$ cat src/rtl/atp_pkg.sv
/*
  Constants and carrier types for the A/D trigger timer pair.
  Assumes a 32-bit APB register bus and a single 250 MHz clock.
*/
package atp_pkg;

  // Register byte offsets
  localparam logic [7:0] OFS_UNIT_CTRL   = 8'h00;
  localparam logic [7:0] OFS_PRESCALE    = 8'h04;
  localparam logic [7:0] OFS_MASTER_MODE = 8'h08;
  localparam logic [7:0] OFS_SLAVE_MODE  = 8'h0c;
  localparam logic [7:0] OFS_MASTER_DATA = 8'h10;
  localparam logic [7:0] OFS_SLAVE_DATA  = 8'h14;
  localparam logic [7:0] OFS_MASTER_CNT  = 8'h18;
  localparam logic [7:0] OFS_SLAVE_CNT   = 8'h1c;
  localparam logic [7:0] OFS_START_TRIG  = 8'h20;
  localparam logic [7:0] OFS_STOP_TRIG   = 8'h24;
  localparam logic [7:0] OFS_ENABLE_STAT = 8'h28;
  localparam logic [7:0] OFS_SLAVE_STAT  = 8'h2c;
  localparam logic [7:0] OFS_OUT_CTRL    = 8'h30;

  // Unit control fields
  localparam int BIT_POWER_EN   = 0;
  localparam int BIT_CLOCK_EN   = 1;
  // Mode fields
  localparam int BIT_START_INT  = 0;
  // Trigger and status fields
  localparam int BIT_MASTER     = 0;
  localparam int BIT_SLAVE      = 1;
  // Slave status fields
  localparam int BIT_UP_PHASE   = 0;
  localparam int BIT_HALTED     = 1;
  // Output control fields
  localparam int BIT_OUT_ENABLE = 0;
  localparam int BIT_OUT_LEVEL  = 1;
  localparam int BIT_PORT_DIR   = 2;
  localparam int BIT_PORT_LATCH = 3;

  // Field widths and reset values
  localparam int          PSC_SEL_W     = 4;
  localparam int          MODE_W        = 16;
  localparam logic [15:0] RST_DATA      = 16'h0000;
  localparam logic [15:0] SLAVE_HIT_VAL = 16'h0001;

  // Clock figures
  localparam int CLK_PERIOD_NS  = 4;
  localparam int APB_WAIT_CYC   = 1;

  // Pin carrier
  typedef struct packed {
    logic val;
    logic oe;
  } atp_pin_t;

  // Slave channel state, Gray coded along idle-load-run-halt
  typedef enum logic [1:0] {
    SLV_IDLE = 2'b00,
    SLV_LOAD = 2'b01,
    SLV_RUN  = 2'b11,
    SLV_HALT = 2'b10
  } atp_slv_state_t;

endpackage : atp_pkg

$ cat src/rtl/atp_top.sv
/*
  Master/slave timer pair producing A/D conversion trigger pulses.
  Assumes an APB master on REF_CLK_I and software that programs the
  channels before starting them.
*/
// Notes on behaviour
// - Unit off: counting clock gated, channel register writes ignored.
// - Pin shows master level when port is output and latch is zero.
// - Start bits set both enable flags; trigger bits never read back.
// - Start interrupt on master only when start interrupt select is one.
// - Master loads data, counts down, at zero interrupts and reloads.
// - Slave loads data, counts down or up by master phase.
// - Slave count 0001h raises conversion trigger and halts.
// - Master interrupt in up phase reloads and restarts slave.
// - Counters and slave status readable without disturbing counting.
// - Stop bits clear enables and freeze both counters.
// - Stopped master keeps its level; pin then shows level bit.
// - Unit off resets timer logic, clears level, pin back to port.
// - Two master periods form one carrier: down then up.
// - With default level and start interrupt select one, output high in down, low in up phase.
// - New slave data takes effect at next carrier reload.
`timescale 1ns/10ps
module atp_top #(
  parameter int CNT_W = 16,
  parameter int PSC_W = 16
) (
  // Clock and reset
  input  wire logic              REF_CLK_I,
  input  wire logic              NRST_I,
  // APB slave
  input  wire logic              PSEL_I,
  input  wire logic              PENABLE_I,
  input  wire logic              PWRITE_I,
  input  wire logic [7:0]        PADDR_I,
  input  wire logic [31:0]       PWDATA_I,
  output logic      [31:0]       PRDATA_O,
  output logic                   PREADY_O,
  output logic                   PSLVERR_O,
  // Timer events
  output logic                   MASTER_INT_O,
  output logic                   ADC_TRIG_O,
  // Master output pin
  output atp_pkg::atp_pin_t      MASTER_PIN_O
);

  // Elaboration check of widths
  if (CNT_W < 2 || CNT_W > 16 || PSC_W < 2 || PSC_W > 16) begin : g_bad_w
    $error("atp_top: unsupported CNT_W or PSC_W");
  end

  // Register state
  logic                  power_en_ff;
  logic                  clock_en_ff;
  logic [atp_pkg::PSC_SEL_W-1:0] psc_sel_ff;
  logic [atp_pkg::MODE_W-1:0]    mmode_ff;
  logic [atp_pkg::MODE_W-1:0]    smode_ff;
  logic [CNT_W-1:0]      mdata_ff;
  logic [CNT_W-1:0]      sdata_ff;
  logic                  out_en_ff;
  logic                  out_level_ff;
  logic                  port_dir_ff;
  logic                  port_latch_ff;
  // Bus state
  logic                  pready_ff;
  logic                  pslverr_ff;
  logic [31:0]           prdata_ff;
  logic [31:0]           nxt_prdata;
  logic                  nxt_unmapped;
  // Counting state
  logic [PSC_W-1:0]      psc_cnt_ff;
  logic [CNT_W-1:0]      mcnt_ff;
  logic [CNT_W-1:0]      scnt_ff;
  logic                  m_en_ff;
  logic                  s_en_ff;
  logic                  up_phase_ff;
  atp_pkg::atp_slv_state_t slv_state_ff;
  logic                  mint_ff;
  logic                  trig_ff;
  atp_pkg::atp_pin_t     pin_ff;

  // Decoded strobes
  logic unit_on;
  logic wr_en;
  logic tick;
  logic m_start;
  logic s_start;
  logic m_stop;
  logic s_stop;
  logic m_wrap;
  logic m_start_int;
  logic s_reload;
  logic s_hit;

  function automatic logic reg_wr(input logic [7:0] ofs,
                                  input logic [7:0] addr,
                                  input logic       en);
    reg_wr = en && (addr == ofs);
  endfunction : reg_wr

  function automatic logic [PSC_W-1:0] psc_mask(
      input logic [atp_pkg::PSC_SEL_W-1:0] sel);
    logic [PSC_W:0] one_hot;
    one_hot  = (PSC_W+1)'(1) << sel;
    psc_mask = PSC_W'(one_hot - (PSC_W+1)'(1));
  endfunction : psc_mask

  assign unit_on = power_en_ff && clock_en_ff;
  assign wr_en   = PSEL_I && PENABLE_I && pready_ff && PWRITE_I;
  assign m_start = unit_on && PWDATA_I[atp_pkg::BIT_MASTER] &&
                   reg_wr(atp_pkg::OFS_START_TRIG, PADDR_I, wr_en);
  assign s_start = unit_on && PWDATA_I[atp_pkg::BIT_SLAVE] &&
                   reg_wr(atp_pkg::OFS_START_TRIG, PADDR_I, wr_en);
  assign m_stop  = unit_on && PWDATA_I[atp_pkg::BIT_MASTER] &&
                   reg_wr(atp_pkg::OFS_STOP_TRIG, PADDR_I, wr_en);
  assign s_stop  = unit_on && PWDATA_I[atp_pkg::BIT_SLAVE] &&
                   reg_wr(atp_pkg::OFS_STOP_TRIG, PADDR_I, wr_en);
  assign tick    = unit_on &&
                   ((psc_cnt_ff & psc_mask(psc_sel_ff)) ==
                    psc_mask(psc_sel_ff));
  assign m_wrap  = m_en_ff && !m_stop && !m_start && tick &&
                   (mcnt_ff == '0);
  assign m_start_int = m_start && mmode_ff[atp_pkg::BIT_START_INT];
  assign s_reload = s_en_ff && !s_stop && !s_start && m_wrap &&
                    up_phase_ff;
  assign s_hit   = s_en_ff && !s_stop && !s_start && tick && !s_reload &&
                   (slv_state_ff == atp_pkg::SLV_RUN) &&
                   (scnt_ff == CNT_W'(atp_pkg::SLAVE_HIT_VAL));

  // APB handshake, one wait-free access phase
  always_ff @(posedge REF_CLK_I or negedge NRST_I) begin
    if (!NRST_I) begin
      pready_ff  <= 1'b0;
      pslverr_ff <= 1'b0;
      prdata_ff  <= 32'h0000_0000;
    end else begin
      pready_ff <= PSEL_I && !PENABLE_I && !pready_ff;
      if (PSEL_I && !PENABLE_I) begin
        pslverr_ff <= nxt_unmapped;
        prdata_ff  <= PWRITE_I ? 32'h0000_0000 : nxt_prdata;
      end
    end
  end

  always_comb begin
    nxt_prdata   = 32'h0000_0000;
    nxt_unmapped = 1'b0;
    case (PADDR_I)
      atp_pkg::OFS_UNIT_CTRL: begin
        nxt_prdata[atp_pkg::BIT_POWER_EN] = power_en_ff;
        nxt_prdata[atp_pkg::BIT_CLOCK_EN] = clock_en_ff;
      end
      atp_pkg::OFS_PRESCALE:    nxt_prdata = 32'(psc_sel_ff);
      atp_pkg::OFS_MASTER_MODE: nxt_prdata = 32'(mmode_ff);
      atp_pkg::OFS_SLAVE_MODE:  nxt_prdata = 32'(smode_ff);
      atp_pkg::OFS_MASTER_DATA: nxt_prdata = 32'(mdata_ff);
      atp_pkg::OFS_SLAVE_DATA:  nxt_prdata = 32'(sdata_ff);
      atp_pkg::OFS_MASTER_CNT:  nxt_prdata = 32'(mcnt_ff);
      atp_pkg::OFS_SLAVE_CNT:   nxt_prdata = 32'(scnt_ff);
      atp_pkg::OFS_START_TRIG:  nxt_prdata = 32'h0000_0000;
      atp_pkg::OFS_STOP_TRIG:   nxt_prdata = 32'h0000_0000;
      atp_pkg::OFS_ENABLE_STAT: begin
        nxt_prdata[atp_pkg::BIT_MASTER] = m_en_ff;
        nxt_prdata[atp_pkg::BIT_SLAVE]  = s_en_ff;
      end
      atp_pkg::OFS_SLAVE_STAT: begin
        nxt_prdata[atp_pkg::BIT_UP_PHASE] = up_phase_ff;
        nxt_prdata[atp_pkg::BIT_HALTED] =
          (slv_state_ff == atp_pkg::SLV_HALT);
      end
      atp_pkg::OFS_OUT_CTRL: begin
        nxt_prdata[atp_pkg::BIT_OUT_ENABLE] = out_en_ff;
        nxt_prdata[atp_pkg::BIT_OUT_LEVEL]  = out_level_ff;
        nxt_prdata[atp_pkg::BIT_PORT_DIR]   = port_dir_ff;
        nxt_prdata[atp_pkg::BIT_PORT_LATCH] = port_latch_ff;
      end
      default: nxt_unmapped = 1'b1;
    endcase
  end

  // Unit enable and port bits, always writable
  always_ff @(posedge REF_CLK_I or negedge NRST_I) begin
    if (!NRST_I) begin
      power_en_ff   <= 1'b0;
      clock_en_ff   <= 1'b0;
      port_dir_ff   <= 1'b0;
      port_latch_ff <= 1'b0;
    end else begin
      if (reg_wr(atp_pkg::OFS_UNIT_CTRL, PADDR_I, wr_en)) begin
        power_en_ff <= PWDATA_I[atp_pkg::BIT_POWER_EN];
        clock_en_ff <= PWDATA_I[atp_pkg::BIT_CLOCK_EN];
      end
      if (reg_wr(atp_pkg::OFS_OUT_CTRL, PADDR_I, wr_en)) begin
        port_dir_ff   <= PWDATA_I[atp_pkg::BIT_PORT_DIR];
        port_latch_ff <= PWDATA_I[atp_pkg::BIT_PORT_LATCH];
      end
    end
  end

  // Channel registers cleared while unit is off
  always_ff @(posedge REF_CLK_I or negedge NRST_I) begin
    if (!NRST_I) begin
      psc_sel_ff <= '0;
      mmode_ff   <= '0;
      smode_ff   <= '0;
      mdata_ff   <= CNT_W'(atp_pkg::RST_DATA);
      sdata_ff   <= CNT_W'(atp_pkg::RST_DATA);
    end else if (!unit_on) begin
      psc_sel_ff <= '0;
      mmode_ff   <= '0;
      smode_ff   <= '0;
      mdata_ff   <= CNT_W'(atp_pkg::RST_DATA);
      sdata_ff   <= CNT_W'(atp_pkg::RST_DATA);
    end else begin
      if (reg_wr(atp_pkg::OFS_PRESCALE, PADDR_I, wr_en)) begin
        psc_sel_ff <= PWDATA_I[atp_pkg::PSC_SEL_W-1:0];
      end
      if (reg_wr(atp_pkg::OFS_MASTER_MODE, PADDR_I, wr_en)) begin
        mmode_ff <= PWDATA_I[atp_pkg::MODE_W-1:0];
      end
      if (reg_wr(atp_pkg::OFS_SLAVE_MODE, PADDR_I, wr_en)) begin
        smode_ff <= PWDATA_I[atp_pkg::MODE_W-1:0];
      end
      if (reg_wr(atp_pkg::OFS_MASTER_DATA, PADDR_I, wr_en)) begin
        mdata_ff <= PWDATA_I[CNT_W-1:0];
      end
      // Slave data used only at next start load or carrier reload
      if (reg_wr(atp_pkg::OFS_SLAVE_DATA, PADDR_I, wr_en)) begin
        sdata_ff <= PWDATA_I[CNT_W-1:0];
      end
    end
  end

  // Prescaler runs only while unit is on
  always_ff @(posedge REF_CLK_I or negedge NRST_I) begin
    if (!NRST_I) begin
      psc_cnt_ff <= '0;
    end else if (!unit_on) begin
      psc_cnt_ff <= '0;
    end else begin
      psc_cnt_ff <= psc_cnt_ff + PSC_W'(1);
    end
  end

  always_ff @(posedge REF_CLK_I or negedge NRST_I) begin
    if (!NRST_I) begin
      m_en_ff <= 1'b0;
      s_en_ff <= 1'b0;
    end else if (!unit_on) begin
      m_en_ff <= 1'b0;
      s_en_ff <= 1'b0;
    end else begin
      if (m_stop) begin
        m_en_ff <= 1'b0;
      end else if (m_start) begin
        m_en_ff <= 1'b1;
      end
      if (s_stop) begin
        s_en_ff <= 1'b0;
      end else if (s_start) begin
        s_en_ff <= 1'b1;
      end
    end
  end

  always_ff @(posedge REF_CLK_I or negedge NRST_I) begin
    if (!NRST_I) begin
      mcnt_ff     <= '0;
      up_phase_ff <= 1'b0;
    end else if (!unit_on) begin
      mcnt_ff     <= '0;
      up_phase_ff <= 1'b0;
    end else if (m_start) begin
      mcnt_ff     <= mdata_ff;
      up_phase_ff <= 1'b0;
    end else if (m_wrap) begin
      mcnt_ff     <= mdata_ff;
      up_phase_ff <= !up_phase_ff;
    end else if (m_en_ff && !m_stop && tick) begin
      mcnt_ff <= mcnt_ff - CNT_W'(1);
    end
  end

  always_ff @(posedge REF_CLK_I or negedge NRST_I) begin
    if (!NRST_I) begin
      mint_ff <= 1'b0;
    end else begin
      mint_ff <= m_start_int || m_wrap;
    end
  end

  always_ff @(posedge REF_CLK_I or negedge NRST_I) begin
    if (!NRST_I) begin
      scnt_ff      <= '0;
      slv_state_ff <= atp_pkg::SLV_IDLE;
    end else if (!unit_on) begin
      scnt_ff      <= '0;
      slv_state_ff <= atp_pkg::SLV_IDLE;
    end else if (s_stop) begin
      slv_state_ff <= atp_pkg::SLV_IDLE;
    end else if (s_start) begin
      slv_state_ff <= atp_pkg::SLV_LOAD;
    end else if (s_reload) begin
      scnt_ff      <= sdata_ff;
      slv_state_ff <= atp_pkg::SLV_RUN;
    end else if (s_en_ff && tick) begin
      case (slv_state_ff)
        atp_pkg::SLV_LOAD: begin
          scnt_ff      <= sdata_ff;
          slv_state_ff <= atp_pkg::SLV_RUN;
        end
        atp_pkg::SLV_RUN: begin
          if (s_hit) begin
            slv_state_ff <= atp_pkg::SLV_HALT;
          end else if (up_phase_ff) begin
            scnt_ff <= scnt_ff + CNT_W'(1);
          end else begin
            scnt_ff <= scnt_ff - CNT_W'(1);
          end
        end
        atp_pkg::SLV_HALT: slv_state_ff <= atp_pkg::SLV_HALT;
        default:           slv_state_ff <= atp_pkg::SLV_IDLE;
      endcase
    end
  end

  always_ff @(posedge REF_CLK_I or negedge NRST_I) begin
    if (!NRST_I) begin
      trig_ff <= 1'b0;
    end else begin
      trig_ff <= s_hit;
    end
  end

  always_ff @(posedge REF_CLK_I or negedge NRST_I) begin
    if (!NRST_I) begin
      out_en_ff    <= 1'b0;
      out_level_ff <= 1'b0;
    end else if (!unit_on) begin
      out_en_ff    <= 1'b0;
      out_level_ff <= 1'b0;
    end else if (reg_wr(atp_pkg::OFS_OUT_CTRL, PADDR_I, wr_en)) begin
      out_en_ff <= PWDATA_I[atp_pkg::BIT_OUT_ENABLE];
      if (!out_en_ff) begin
        out_level_ff <= PWDATA_I[atp_pkg::BIT_OUT_LEVEL];
      end else if (m_start_int || m_wrap) begin
        out_level_ff <= !out_level_ff;
      end
    end else if (out_en_ff && (m_start_int || m_wrap)) begin
      out_level_ff <= !out_level_ff;
    end
  end

  // Pin drive, port function when unit off
  always_ff @(posedge REF_CLK_I or negedge NRST_I) begin
    if (!NRST_I) begin
      pin_ff <= '0;
    end else begin
      pin_ff.oe  <= port_dir_ff;
      pin_ff.val <= port_latch_ff || (unit_on && out_level_ff);
    end
  end

  assign PRDATA_O     = prdata_ff;
  assign PREADY_O     = pready_ff;
  assign PSLVERR_O    = pslverr_ff;
  assign MASTER_INT_O = mint_ff;
  assign ADC_TRIG_O   = trig_ff;
  assign MASTER_PIN_O = pin_ff;
endmodule : atp_top

$ cat config.mk
export PLATFORM = sky130hd
export DESIGN_NAME = atp_top
export DESIGN_NICKNAME = d
export VERILOG_FILES = /design/src/rtl/atp_pkg.sv /design/src/rtl/atp_top.sv
export SDC_FILE = /design/constraint.sdc
export NUM_CORES = 1
export LEC_CHECK = 0
export ABC_AREA = 1
export ABC_CLOCK_PERIOD_IN_PS = 3700
export BUFFER_PORTS_ARGS = -buffer_cell sky130_fd_sc_hd__buf_2
export CORE_UTILIZATION = 43
export DETAILED_ROUTE_END_ITERATION = 8
export GPL_ROUTABILITY_DRIVEN = 0
export PLACE_DENSITY = 0.66
export SETUP_SLACK_MARGIN = 0.05
export SYNTH_ARGS = -nofsm -noshare
export SYNTH_HDL_FRONTEND = slang
export SYNTH_SLANG_ARGS = --single-unit
export TNS_END_PERCENT = 100
$ cat constraint.sdc
create_clock -name REF_CLK_I -period 3.7 [get_ports REF_CLK_I]
set_input_delay 0.555 -clock REF_CLK_I [delete_from_list [all_inputs] [get_ports REF_CLK_I]]
set_output_delay 0.555 -clock REF_CLK_I [all_outputs]
set_load 0.1 [all_outputs]
**Word-level counts from Yosys, hierarchy flattened**

Index checks and enable logic that the tools add are counted.

- $add $sub $neg: 5
- Equal/unequal tests: 36
- Shifts and indexed selects: 1
- Muxes and demuxes: 51
- Bitwise gates (word level): 1
- Reductions and logical operators: 56

Operators by type and width:

| operator | number |
|---|---|
| two-way mux 16 bit | 20 |
| one-hot mux 12 bit (6 select lines) | 1 |
| subtractor 16 x 1 -> 16 bit, second input constant | 3 |
| equality test 8 x 6 -> 1 bit, second input constant | 5 |
| logical AND 1 bit | 39 |
| adder 16 x 1 -> 16 bit, second input constant | 2 |
| equality test 8 x 5 -> 1 bit, second input constant | 4 |
| two-way mux 32 bit | 1 |
| one-hot mux 16 bit (2 select lines) | 1 |
| one-hot mux 2 bit (11 select lines) | 1 |
| two-way mux 1 bit | 17 |
| AND 16 bit | 1 |
| equality test 16 x 1 -> 1 bit, second input constant | 1 |
| equality test 16 bit | 1 |
| equality test 8 x 4 -> 1 bit, second input constant | 2 |
| logical NOT 16 bit | 1 |
| one-hot mux 2 bit (8 select lines) | 1 |
| left shift 1 x 4 -> 16 bit, first input constant | 1 |
| != test 3 x 1 -> 1 bit, second input constant | 5 |
| OR reduction 13 bit | 1 |
| two-way mux 2 bit | 6 |
| != test 2 x 1 -> 1 bit, second input constant | 6 |
| logical NOT 1 bit | 9 |
| equality test 8 x 3 -> 1 bit, second input constant | 1 |
| other kinds (13) | 20 |

- Bits in registers: 165
- Bits of input ports: 45
- Output and inout bits: 38
- Word-level logic and storage cells: 175

**Depth between registers and ports, before layout**

Gate-level depths: netlist (run 1).

- Depth after elaboration: 23
- Gate-level depth with buffers: 23
- Gate-level depth less buffers: 20

**Worst setup path before layout (run 1)**

Ideal clock, no wire load.

- Path kind: register to register
- From: register pready_ff (netlist: PREADY_O)
- To: register mcnt_ff[14]
- Setup time: 0.127 ns
- Data arrival time: 2.593 ns
- Data required time: 3.573 ns
- Path slack: 0.981 ns
- Cell stages (with the launch flop): 13
- Buffers on the path: 1
- Clock period less this slack: 2.719 ns
- Cell sequence: dfrtp_1 nand3_1 nor2_2 inv_1 nor3_2 inv_1 nand3_1 nor2_1 a21oi_2 buf_2 nand2_1 o211ai_1 o21ai_1

- Longest elaborated chain between the ends: 12
- Elaborated cells on any way between the ends: 17
- Classes of those cells: eq/ne: 1; mux: 3; reduce/logical: 13

Ends and longest elaborated chain:

| what | line | source |
|---|---|---|
| from (decl) | atp_top.sv:64 | `logic pready_ff;` |
| from (signal assigned) | atp_top.sv:136 | `pready_ff <= PSEL_I && !PENABLE_I && !pready_ff;` |
| logical AND 1 bit (*) (2 in series) | atp_top.sv:108 | `assign wr_en = PSEL_I && PENABLE_I && pready_ff && PWRITE_I;` |
| logical AND 1 bit | atp_top.sv:97 | `reg_wr = en && (addr == ofs);` |
| logical AND 1 bit | atp_top.sv:113 | `assign m_stop = unit_on && PWDATA_I[atp_pkg::BIT_MASTER] &&` |
| logical NOT 1 bit | atp_top.sv:120, atp_top.sv:278 |  |
| logical AND 1 bit | atp_top.sv:120, atp_top.sv:278 |  |
| logical AND 1 bit (3 in series) | atp_top.sv:120 | `assign m_wrap = m_en_ff && !m_stop && !m_start && tick &&` |
| two-way mux 16 bit | atp_top.sv:275 | `end else if (m_wrap) begin` |
| two-way mux 16 bit | atp_top.sv:272 | `end else if (m_start) begin` |
| two-way mux 16 bit | atp_top.sv:269 | `end else if (!unit_on) begin` |
| to (signal assigned) | atp_top.sv:273 | `mcnt_ff <= mdata_ff;` |
| to (signal assigned) | atp_top.sv:276 | `mcnt_ff <= mdata_ff;` |
| to (signal assigned) | atp_top.sv:279 | `mcnt_ff <= mcnt_ff - CNT_W'(1);` |
| to (decl) | atp_top.sv:71 | `logic [CNT_W-1:0] mcnt_ff;` |

Mark *: on every way between the ends. The rest lies on a longest branch, timed or not.
A chain may end at the register's enable or synchronous reset.

**Worst setup path after layout (run 1)**

- From: register psc_sel_ff[2] in the netlist's numbering
- To: register scnt_ff[7]

- Longest elaborated chain between the ends: 15
- Elaborated cells on any way between the ends: 23
- Classes of those cells: add/sub: 1; eq/ne: 4; shift: 1; mux: 4; bitwise: 1; reduce/logical: 12

Ends and longest elaborated chain:

| what | line | source |
|---|---|---|
| from (decl) | atp_top.sv:54 | `logic [atp_pkg::PSC_SEL_W-1:0] psc_sel_ff;` |
| from (signal assigned) | atp_top.sv:215 | `psc_sel_ff <= PWDATA_I[atp_pkg::PSC_SEL_W-1:0];` |
| left shift 1 x 4 -> 16 bit (*) | atp_top.sv:103 | `one_hot = (PSC_W+1)'(1) << sel;` |
| subtractor 16 x 1 -> 16 bit (*) | atp_top.sv:104 | `psc_mask = PSC_W'(one_hot - (PSC_W+1)'(1));` |
| AND 16 bit | atp_top.sv:118 | `((psc_cnt_ff & psc_mask(psc_sel_ff)) ==` |
| equality test 16 bit (*) | atp_top.sv:118 |  |
| logical AND 1 bit (*) | atp_top.sv:117 | `assign tick = unit_on &&` |
| logical AND 1 bit (2 in series) | atp_top.sv:120 |  |
| logical AND 1 bit (2 in series) | atp_top.sv:123 | `assign s_reload = s_en_ff && !s_stop && !s_start && m_wrap &&` |
| logical NOT 1 bit | atp_top.sv:125 | `assign s_hit = s_en_ff && !s_stop && !s_start && tick && !s_reload &&` |
| logical AND 1 bit (2 in series) | atp_top.sv:125 |  |
| logical AND 1 bit | atp_top.sv:126 | `(slv_state_ff == atp_pkg::SLV_RUN) &&` |
| != test 4 bit (no line) | -- |  |
| AND reduction 5 bit (no line) | -- |  |
| to (signal assigned) | atp_top.sv:303 | `scnt_ff <= sdata_ff;` |
| to (signal assigned) | atp_top.sv:308 | `scnt_ff <= sdata_ff;` |
| to (signal assigned) | atp_top.sv:315 | `scnt_ff <= scnt_ff + CNT_W'(1);` |
| to (decl) | atp_top.sv:72 | `logic [CNT_W-1:0] scnt_ff;` |

Mark *: on every way between the ends. The rest lies on a longest branch, timed or not. The select of a mux whose other input is x is not followed.

==> results of run 1 <==
final timing paths:
path / to / slack, ns / cells after the start / start
max: scnt_ff[7] / 0.51 / 19 / psc_sel_ff[2]
min: MASTER_PIN_O[0] / 0.17 / 1 / NRST_I
max reg2reg: scnt_ff[7] / 0.51 / 19 / psc_sel_ff[2]
min reg2reg: MASTER_PIN_O[0] / 0.45 / 0 / port_dir_ff
max in group asynchronous: sdata_ff[9] / 2.64 / 2 / NRST_I
min in group REF_CLK_I: power_en_ff / 0.41 / 3 / PWDATA_I[0]
layer usage:
| metal | GRT usage [%] | share of wire [%] |
|---|---|---|
| met1 | 36.6 | 47 |
| met2 | 36.9 | 44 |
| met3 | 5.93 | 7.5 |
| met4 | 7.11 | 1.7 |
| met5 | 0 | 0 |
state kept, by name, summed over array words and instances, names as in the netlist, 4 cells and up:
signal / count
mmode_ff: 16
mcnt_ff: 16
psc_sel_ff: 4
psc_cnt_ff: 15
smode_ff: 16
scnt_ff: 16
mdata_ff: 16
PRDATA_O: 16
sdata_ff: 16
critical path: stages (launching register included):
cell and delay, ns:
sky130_fd_sc_hd__dfrtp_1 0.53, sky130_fd_sc_hd__inv_2 0.16, sky130_fd_sc_hd__nand2_1 0.06, sky130_fd_sc_hd__nor2_1 0.14, sky130_fd_sc_hd__inv_1 0.06, sky130_fd_sc_hd__ha_1 0.28
sky130_fd_sc_hd__nand2_1 0.16, sky130_fd_sc_hd__nand2_1 0.07, sky130_fd_sc_hd__nand3_1 0.08, sky130_fd_sc_hd__nand2_1 0.07, sky130_fd_sc_hd__nor2_2 0.16, sky130_fd_sc_hd__nand2_1 0.11
sky130_fd_sc_hd__nor2_4 0.18, sky130_fd_sc_hd__nand4_4 0.25, sky130_fd_sc_hd__nand3_2 0.18, sky130_fd_sc_hd__nand2_2 0.07, sky130_fd_sc_hd__nand2_4 0.19, sky130_fd_sc_hd__nand2_4 0.17
sky130_fd_sc_hd__nand2_1 0.09, sky130_fd_sc_hd__nand2_1 0.05
power breakdown:
| group | leakage (nW) | switching, mW | internal, mW |
|---|---|---|---|
| Clock | 0.262 | 0.737 | 0.887 |
| Combinational | 2.37 | 0.145 | 0.0200 |
| Sequential | 2.07 | 0.00157 | 1.62 |
| Total | 4.70 | 0.883 | 2.53 |
logic make-up (layout without fill, tap and decap cells):
family / after synthesis / in the layout / synth area share, %
and+or+nand+nor: 572 / 572 / 28.6
AOI/OAI and AO/OA: 223 / 223 / 15.4
buffers and inverters: 189 / 230 / 9.31
DFF: 148 / 148 / 43.0
xor gates and xnor gates: 27 / 27 / 2.75
adders and majority gates: 6 / 6 / 0.872
other: 1 / 16 / 0.0435
layout by cell type (no fill, tap or decap), types with 16 or more instances in the layout:
master,netlist,routed
sky130_fd_sc_hd__conb_1,1,16
sky130_fd_sc_hd__clkbuf_16,0,17
sky130_fd_sc_hd__a21oi_1,24,21
sky130_fd_sc_hd__dfrtp_1,148,148
sky130_fd_sc_hd__xor2_1,21,21
sky130_fd_sc_hd__nor2_1,102,102
sky130_fd_sc_hd__nand4_1,20,20
sky130_fd_sc_hd__nand3_1,67,67
sky130_fd_sc_hd__buf_4,19,21
sky130_fd_sc_hd__nand2_1,330,330
sky130_fd_sc_hd__nor3_1,20,20
sky130_fd_sc_hd__o21ai_0,115,115
sky130_fd_sc_hd__inv_1,116,116
sky130_fd_sc_hd__buf_2,5,49
sky130_fd_sc_hd__a221oi_1,18,18
per-stage QoR:
step           hold slack [ns]  utilization [%]  setup slack [ns]  power (mW)  cells
2_1_floorplan            0.259                -             0.981        1.77   1181
3_3_place_gp             0.437             46.6             0.561        1.82   1455
3_5_place_dp             0.441             46.6             0.554        1.82   1455
4_1_cts                  0.241             49.4             0.545        3.43   1487
5_1_grt                  0.254             49.4             0.190        3.52   1487
6_report                 0.166             49.4             0.511        3.41   1487
final cells by class:
cell class,count,area [µm²]
repair buffers,71,414
inverters,127,477
well taps,265,332
clock buffers,20,447
multi-input cells,844,4170
fillers,1945,9880
clock inverters,12,95.1
flip-flops and latches,148,3700
==> results.json, run 1 <==
{
  "status": "complete, no violations",
  "synth_enable_flop_cells": 0,
  "clock_insertion_delay_worst_skew_ns": 0.43,
  "clock_tree.buffer_depth": 2,
  "hpwl_um": 17700,
  "power.density_cell_area_mw_per_mm2": 354,
  "final.period_utilization_pct": 86.2,
  "clock_sink_total": 148,
  "synth_seq_cells": 148,
  "synth_top_area_share_pct": 43.0,
  "synth_flop_cell": "sky130_fd_sc_hd__dfrtp_1",
  "slew_viol_final": 0,
  "post-synth-top-area-cell": "sky130_fd_sc_hd__dfrtp_1",
  "worst-slew-pin-transition_ns": 1.15,
  "synth_async_sr_flop_share_pct": 100,
  "setup_viol": 0,
  "power_leakage_nw": 4.70,
  "yosysWarnings": 0,
  "route.detailed.wl_per_inst_um": 16.2,
  "postRouteWirelength_um": 24100,
  "die_area_mm2": 0.0206,
  "timing.critical_path.from_type": "register",
  "dpl_cell_area_mm2": 0.00910,
  "cts_made_buffers": 17,
  "setup.worst_path.class": "reg2reg",
  "vias": 7945,
  "antenna_viol_nets_final": 0,
  "timing.hold.worst.class": "in2async",
  "die_height_um": 144,
  "clock_transition_at_path_regs_ns": 0.07,
  "syn_to_final_growth_pct": 12.0,
  "synth_area_per_cell_um2": 7.39,
  "worst_ir_drop_vdd_v": 0.000325,
  "io_buffer_count": 50,
  "synth.area.top_cells": "sky130_fd_sc_hd__dfrtp_1 43%, sky130_fd_sc_hd__nand2_1 14%, sky130_fd_sc_hd__o21ai_0 6.7%, sky130_fd_sc_hd__inv_1 5.1%, sky130_fd_sc_hd__nor2_1 4.4%",
  "crit_path_end_kind": "register",
  "core_area_mm2": 0.0195,
  "clock-root-buffer": "sky130_fd_sc_hd__clkbuf_16",
  "placement_rows": 51,
  "grt_pass1_vias": 7425,
  "synthMostInstantiatedCell": "sky130_fd_sc_hd__nand2_1",
  "max_freq_mhz": 314,
  "netlist_top_cells_count": "330 x sky130_fd_sc_hd__nand2_1, 148 x sky130_fd_sc_hd__dfrtp_1, 116 x sky130_fd_sc_hd__inv_1",
  "grtUsageTotal_pct": 25.1,
  "finish.net_count": 1260,
  "design_area_mm2": 0.00964,
  "antenna_cells": 0,
  "finalCriticalPeriod_ns": 3.19,
  "floorplan.initialDensity_pct": 44.1,
  "worst_ep_required_time_ns": 4.02,
  "netlist-cell-type-count": 46,
  "tritoncts_clock_tree": "built",
  "synthesis.instances": 1166,
  "slew_headroom_pct": 23.3,
  "detail_route.iter0.violations": 760,
  "post_drt_via_cell_ratio": 5.34,
  "drc_errors": 0,
  "synth.yosys.seq_area_share_pct": 43.0,
  "drive_gt1_share_pct": 11.0,
  "worstPathArrival_ns": 3.51,
  "netlist_area_mm2": 0.00861,
  "critPathMaxFanout": 17,
  "cap_viol_max_count": 0,
  "rsz0062_at_grt": "false",
  "grt_max_degree": 86,
  "finalHoldViolations": 0,
  "cts_resized": 0,
  "worst_clock_skew_ns": 0.0102,
  "drtPass1Iterations": 5,
  "width_of_the_chip_um": 144,
  "overflow": 0,
  "cts_setup_buffers": 0,
  "io_pins": 83,
  "grt_pass1_wl_um": 39600,
  "grt_antenna_before_repair": 0,
  "finalSetupTns_ns": 0,
  "cts-htree-levels": 4,
  "hold_fix_buffers_cts": 0
}
No activity file was read; power rests on OpenSTA's default activity.
==> run 2, diff against run 1 <==
--- a/config.mk
+++ b/config.mk
@@ -7,7 +7,7 @@
 export LEC_CHECK = 0
 export ABC_AREA = 1
 export ABC_CLOCK_PERIOD_IN_PS = 3700
-export BUFFER_PORTS_ARGS = -buffer_cell sky130_fd_sc_hd__buf_2
+export BUFFER_PORTS_ARGS = -buffer_cell sky130_fd_sc_hd__clkbuf_2
 export CORE_UTILIZATION = 43
 export DETAILED_ROUTE_END_ITERATION = 8
 export GPL_ROUTABILITY_DRIVEN = 0
==> run 2 against run 1 <==
  * Global-route usage rose by 0.53 points
  * Cell count did not move
  * Cell area rose by 0.13%
  * Non-clock buffer count did not move
  * Critical path type unchanged
  * Critical endpoint is now scnt_ff[2]
  * Largest cell class unchanged
==> results.json, run 2 (synthesized netlist as in run 1, its figures left out) <==
{
  "timing.hold.worst.class": "in2async",
  "cts_resized": 0,
  "placement_rows": 51,
  "power.switching_uw": 902,
  "overflow": 0,
  "pwr-share-comb_pct": 4.8,
  "antenna_viol_nets_final": 0,
  "drive_gt1_share_pct": 11.2,
  "cts-htree-levels": 4,
  "grt_pass1_vias": 7499,
  "clock_insertion_delay_worst_skew_ns": 0.43,
  "postRouteWirelength_um": 24500,
  "cts_setup_buffers": 0,
  "width_of_the_chip_um": 144,
  "worst_ir_drop_vdd_v": 0.000381,
  "max_freq_mhz": 306,
  "internal_dissipation_mw": 2.54,
  "finish.utilization_pct": 49.4,
  "detail_route.iter0.violations": 809,
  "slew_headroom_pct": 19.9,
  "rsz0062_at_grt": "false",
  "die_height_um": 144,
  "syn_to_final_growth_pct": 12.1,
  "worst_clock_skew_ns": 0.0101,
  "sequential_group_share_of_total_power_pct": 47.2,
  "io_pins": 83,
  "timing.critical_path.from_type": "register",
  "slew_viol_final": 0,
  "layout.cells.most_common": "sky130_fd_sc_hd__nand2_1",
  "die_area_mm2": 0.0206,
  "route.detailed.wl_per_inst_um": 16.5,
  "grt_antenna_before_repair": 0,
  "timing.reg2reg.worst_path_depth": 20,
  "m1WireLength_um": 11300,
  "route.top_layer_used": "met4",
  "critPathMaxFanout": 17,
  "setup_viol": 0,
  "finalSetupTns_ns": 0,
  "crit_path_end_kind": "register",
  "ff_latch_area_mm2": 0.00370,
  "core_area_mm2": 0.0195,
  "met3_wirelength_um": 1770,
  "antenna_cells": 0,
  "clock-root-buffer": "sky130_fd_sc_hd__clkbuf_16",
  "hold_fix_buffers_cts": 0,
  "final.period_utilization_pct": 88.2,
  "area_of_the_multi_input_gates_mm2": 0.00417,
  "tritoncts_clock_tree": "built",
  "worst-slew-pin-transition_ns": 1.20,
  "drtPass1Iterations": 5,
  "status": "complete, no violations",
  "grtUsageTotal_pct": 25.6,
  "p_total_mw": 3.44,
  "io_buffer_count": 50,
  "commonest_cells_after_routing_fill_and_taps_aside": "330 x sky130_fd_sc_hd__nand2_1, 148 x sky130_fd_sc_hd__dfrtp_1, 116 x sky130_fd_sc_hd__inv_1",
  "clock_transition_at_path_regs_ns": 0.06,
  "cts_made_buffers": 17,
  "hpwl_um": 17800,
  "cap_viol_max_count": 0,
  "setup.worst_path.class": "reg2reg",
  "routed-wl-met2_um": 10900,
  "power_leakage_nw": 4.70,
  "worstPathArrival_ns": 3.58,
  "grt_pass1_wl_um": 40300,
  "floorplan.initialDensity_pct": 44.1,
  "post_drt_via_cell_ratio": 5.41,
  "clock_sink_total": 148,
  "power.density_cell_area_mw_per_mm2": 356,
  "grt_max_degree": 69,
  "worst_ep_required_time_ns": 4.02,
  "vias": 8038,
  "finish.net_count": 1260,
  "drc_errors": 0,
  "finalCriticalPeriod_ns": 3.27,
  "finalHoldViolations": 0,
  "worst_hold_slack_ns": 0.128,
  "clock_tree.buffer_depth": 2,
  "pwr-share-clk_pct": 48.0,
  "switching_share_pct": 26.2,
  "n_fill_cell": 1950
}
## run 2: cell types whose count changed in the layout (fill, tap and decap cells not counted), moves of 2 or more
| cell | previous run | this run |
|---|---|---|
| sky130_fd_sc_hd__clkbuf_2 | 0 | 49 |
| sky130_fd_sc_hd__clkbuf_1 | 2 | 0 |
| sky130_fd_sc_hd__inv_8 | 0 | 2 |
| sky130_fd_sc_hd__buf_2 | 49 | 0 |
## run 2: critical path, stage by stage (launching register included)
cell and delay, ns:
sky130_fd_sc_hd__dfrtp_1 0.61, sky130_fd_sc_hd__inv_2 0.11, sky130_fd_sc_hd__nand2_1 0.09, sky130_fd_sc_hd__nor2_1 0.05, sky130_fd_sc_hd__inv_1 0.06, sky130_fd_sc_hd__ha_1 0.32
sky130_fd_sc_hd__nand2_1 0.15, sky130_fd_sc_hd__nor2_1 0.12, sky130_fd_sc_hd__nor2_1 0.07, sky130_fd_sc_hd__nand2_1 0.08, sky130_fd_sc_hd__nand2_1 0.06, sky130_fd_sc_hd__nor2_2 0.12
sky130_fd_sc_hd__nand2_1 0.10, sky130_fd_sc_hd__nor2_4 0.18, sky130_fd_sc_hd__nand4_4 0.26, sky130_fd_sc_hd__nand3_2 0.18, sky130_fd_sc_hd__nand2_2 0.07, sky130_fd_sc_hd__nand2_4 0.19
sky130_fd_sc_hd__nand2_4 0.17, sky130_fd_sc_hd__nand2_1 0.09, sky130_fd_sc_hd__nand2_1 0.05
## run 2: worst paths after layout
path	from	end	slack [ns]
setup / recovery	psc_sel_ff[2]	scnt_ff[2]	0.43
hold / removal	NRST_I	MASTER_PIN_O[0]	0.13
setup reg to reg	psc_sel_ff[2]	scnt_ff[2]	0.43
hold reg to reg	port_dir_ff	MASTER_PIN_O[0]	0.44
max in group asynchronous	NRST_I	mmode_ff[1]	2.66
min in group REF_CLK_I	PWDATA_I[0]	power_en_ff	0.38
## run 2: stage by stage
step	worst slack, ns	cell area [µm²]	std cells
6_report	0.435	9650	1487
5_1_grt	0.160	9650	1487
4_1_cts	0.444	9650	1487
3_5_place_dp	0.517	9100	1455
3_3_place_gp	0.575	9100	1455
2_1_floorplan	0.981	8670	1181
## run 2: area by class of cell
| type | instances | share of cell area, % |
|---|---|---|
| well taps | 265 | 3.43 |
| clock inverters | 14 | 1.19 |
| flip-flops and latches | 148 | 38.4 |
| inverters | 127 | 4.94 |
| multi-input cells | 844 | 43.2 |
| repair buffers | 71 | 4.29 |
| clock buffers | 18 | 4.55 |
## run 2: power by group through the flow
| stage | sequential, mW | combinational, mW | clock, mW |
|---|---|---|---|
| 2_1_floorplan | 1.67 | 0.101 | 0 |
| 3_3_place_gp | 1.65 | 0.167 | 0 |
| 3_5_place_dp | 1.65 | 0.169 | 0 |
| 4_1_cts | 1.62 | 0.169 | 1.68 |
| 5_1_grt | 1.62 | 0.180 | 1.76 |
| 6_report | 1.62 | 0.166 | 1.65 |
## run 2: per-layer routing
| layer | vias up | GRT usage (%) |
|---|---|---|
| li1 | 3909 | - |
| met2 | 279 | 39.2 |
| met5 | - | 0 |
| met4 | 0 | 8.40 |
| met1 | 3813 | 36.4 |
| met3 | 37 | 5.03 |
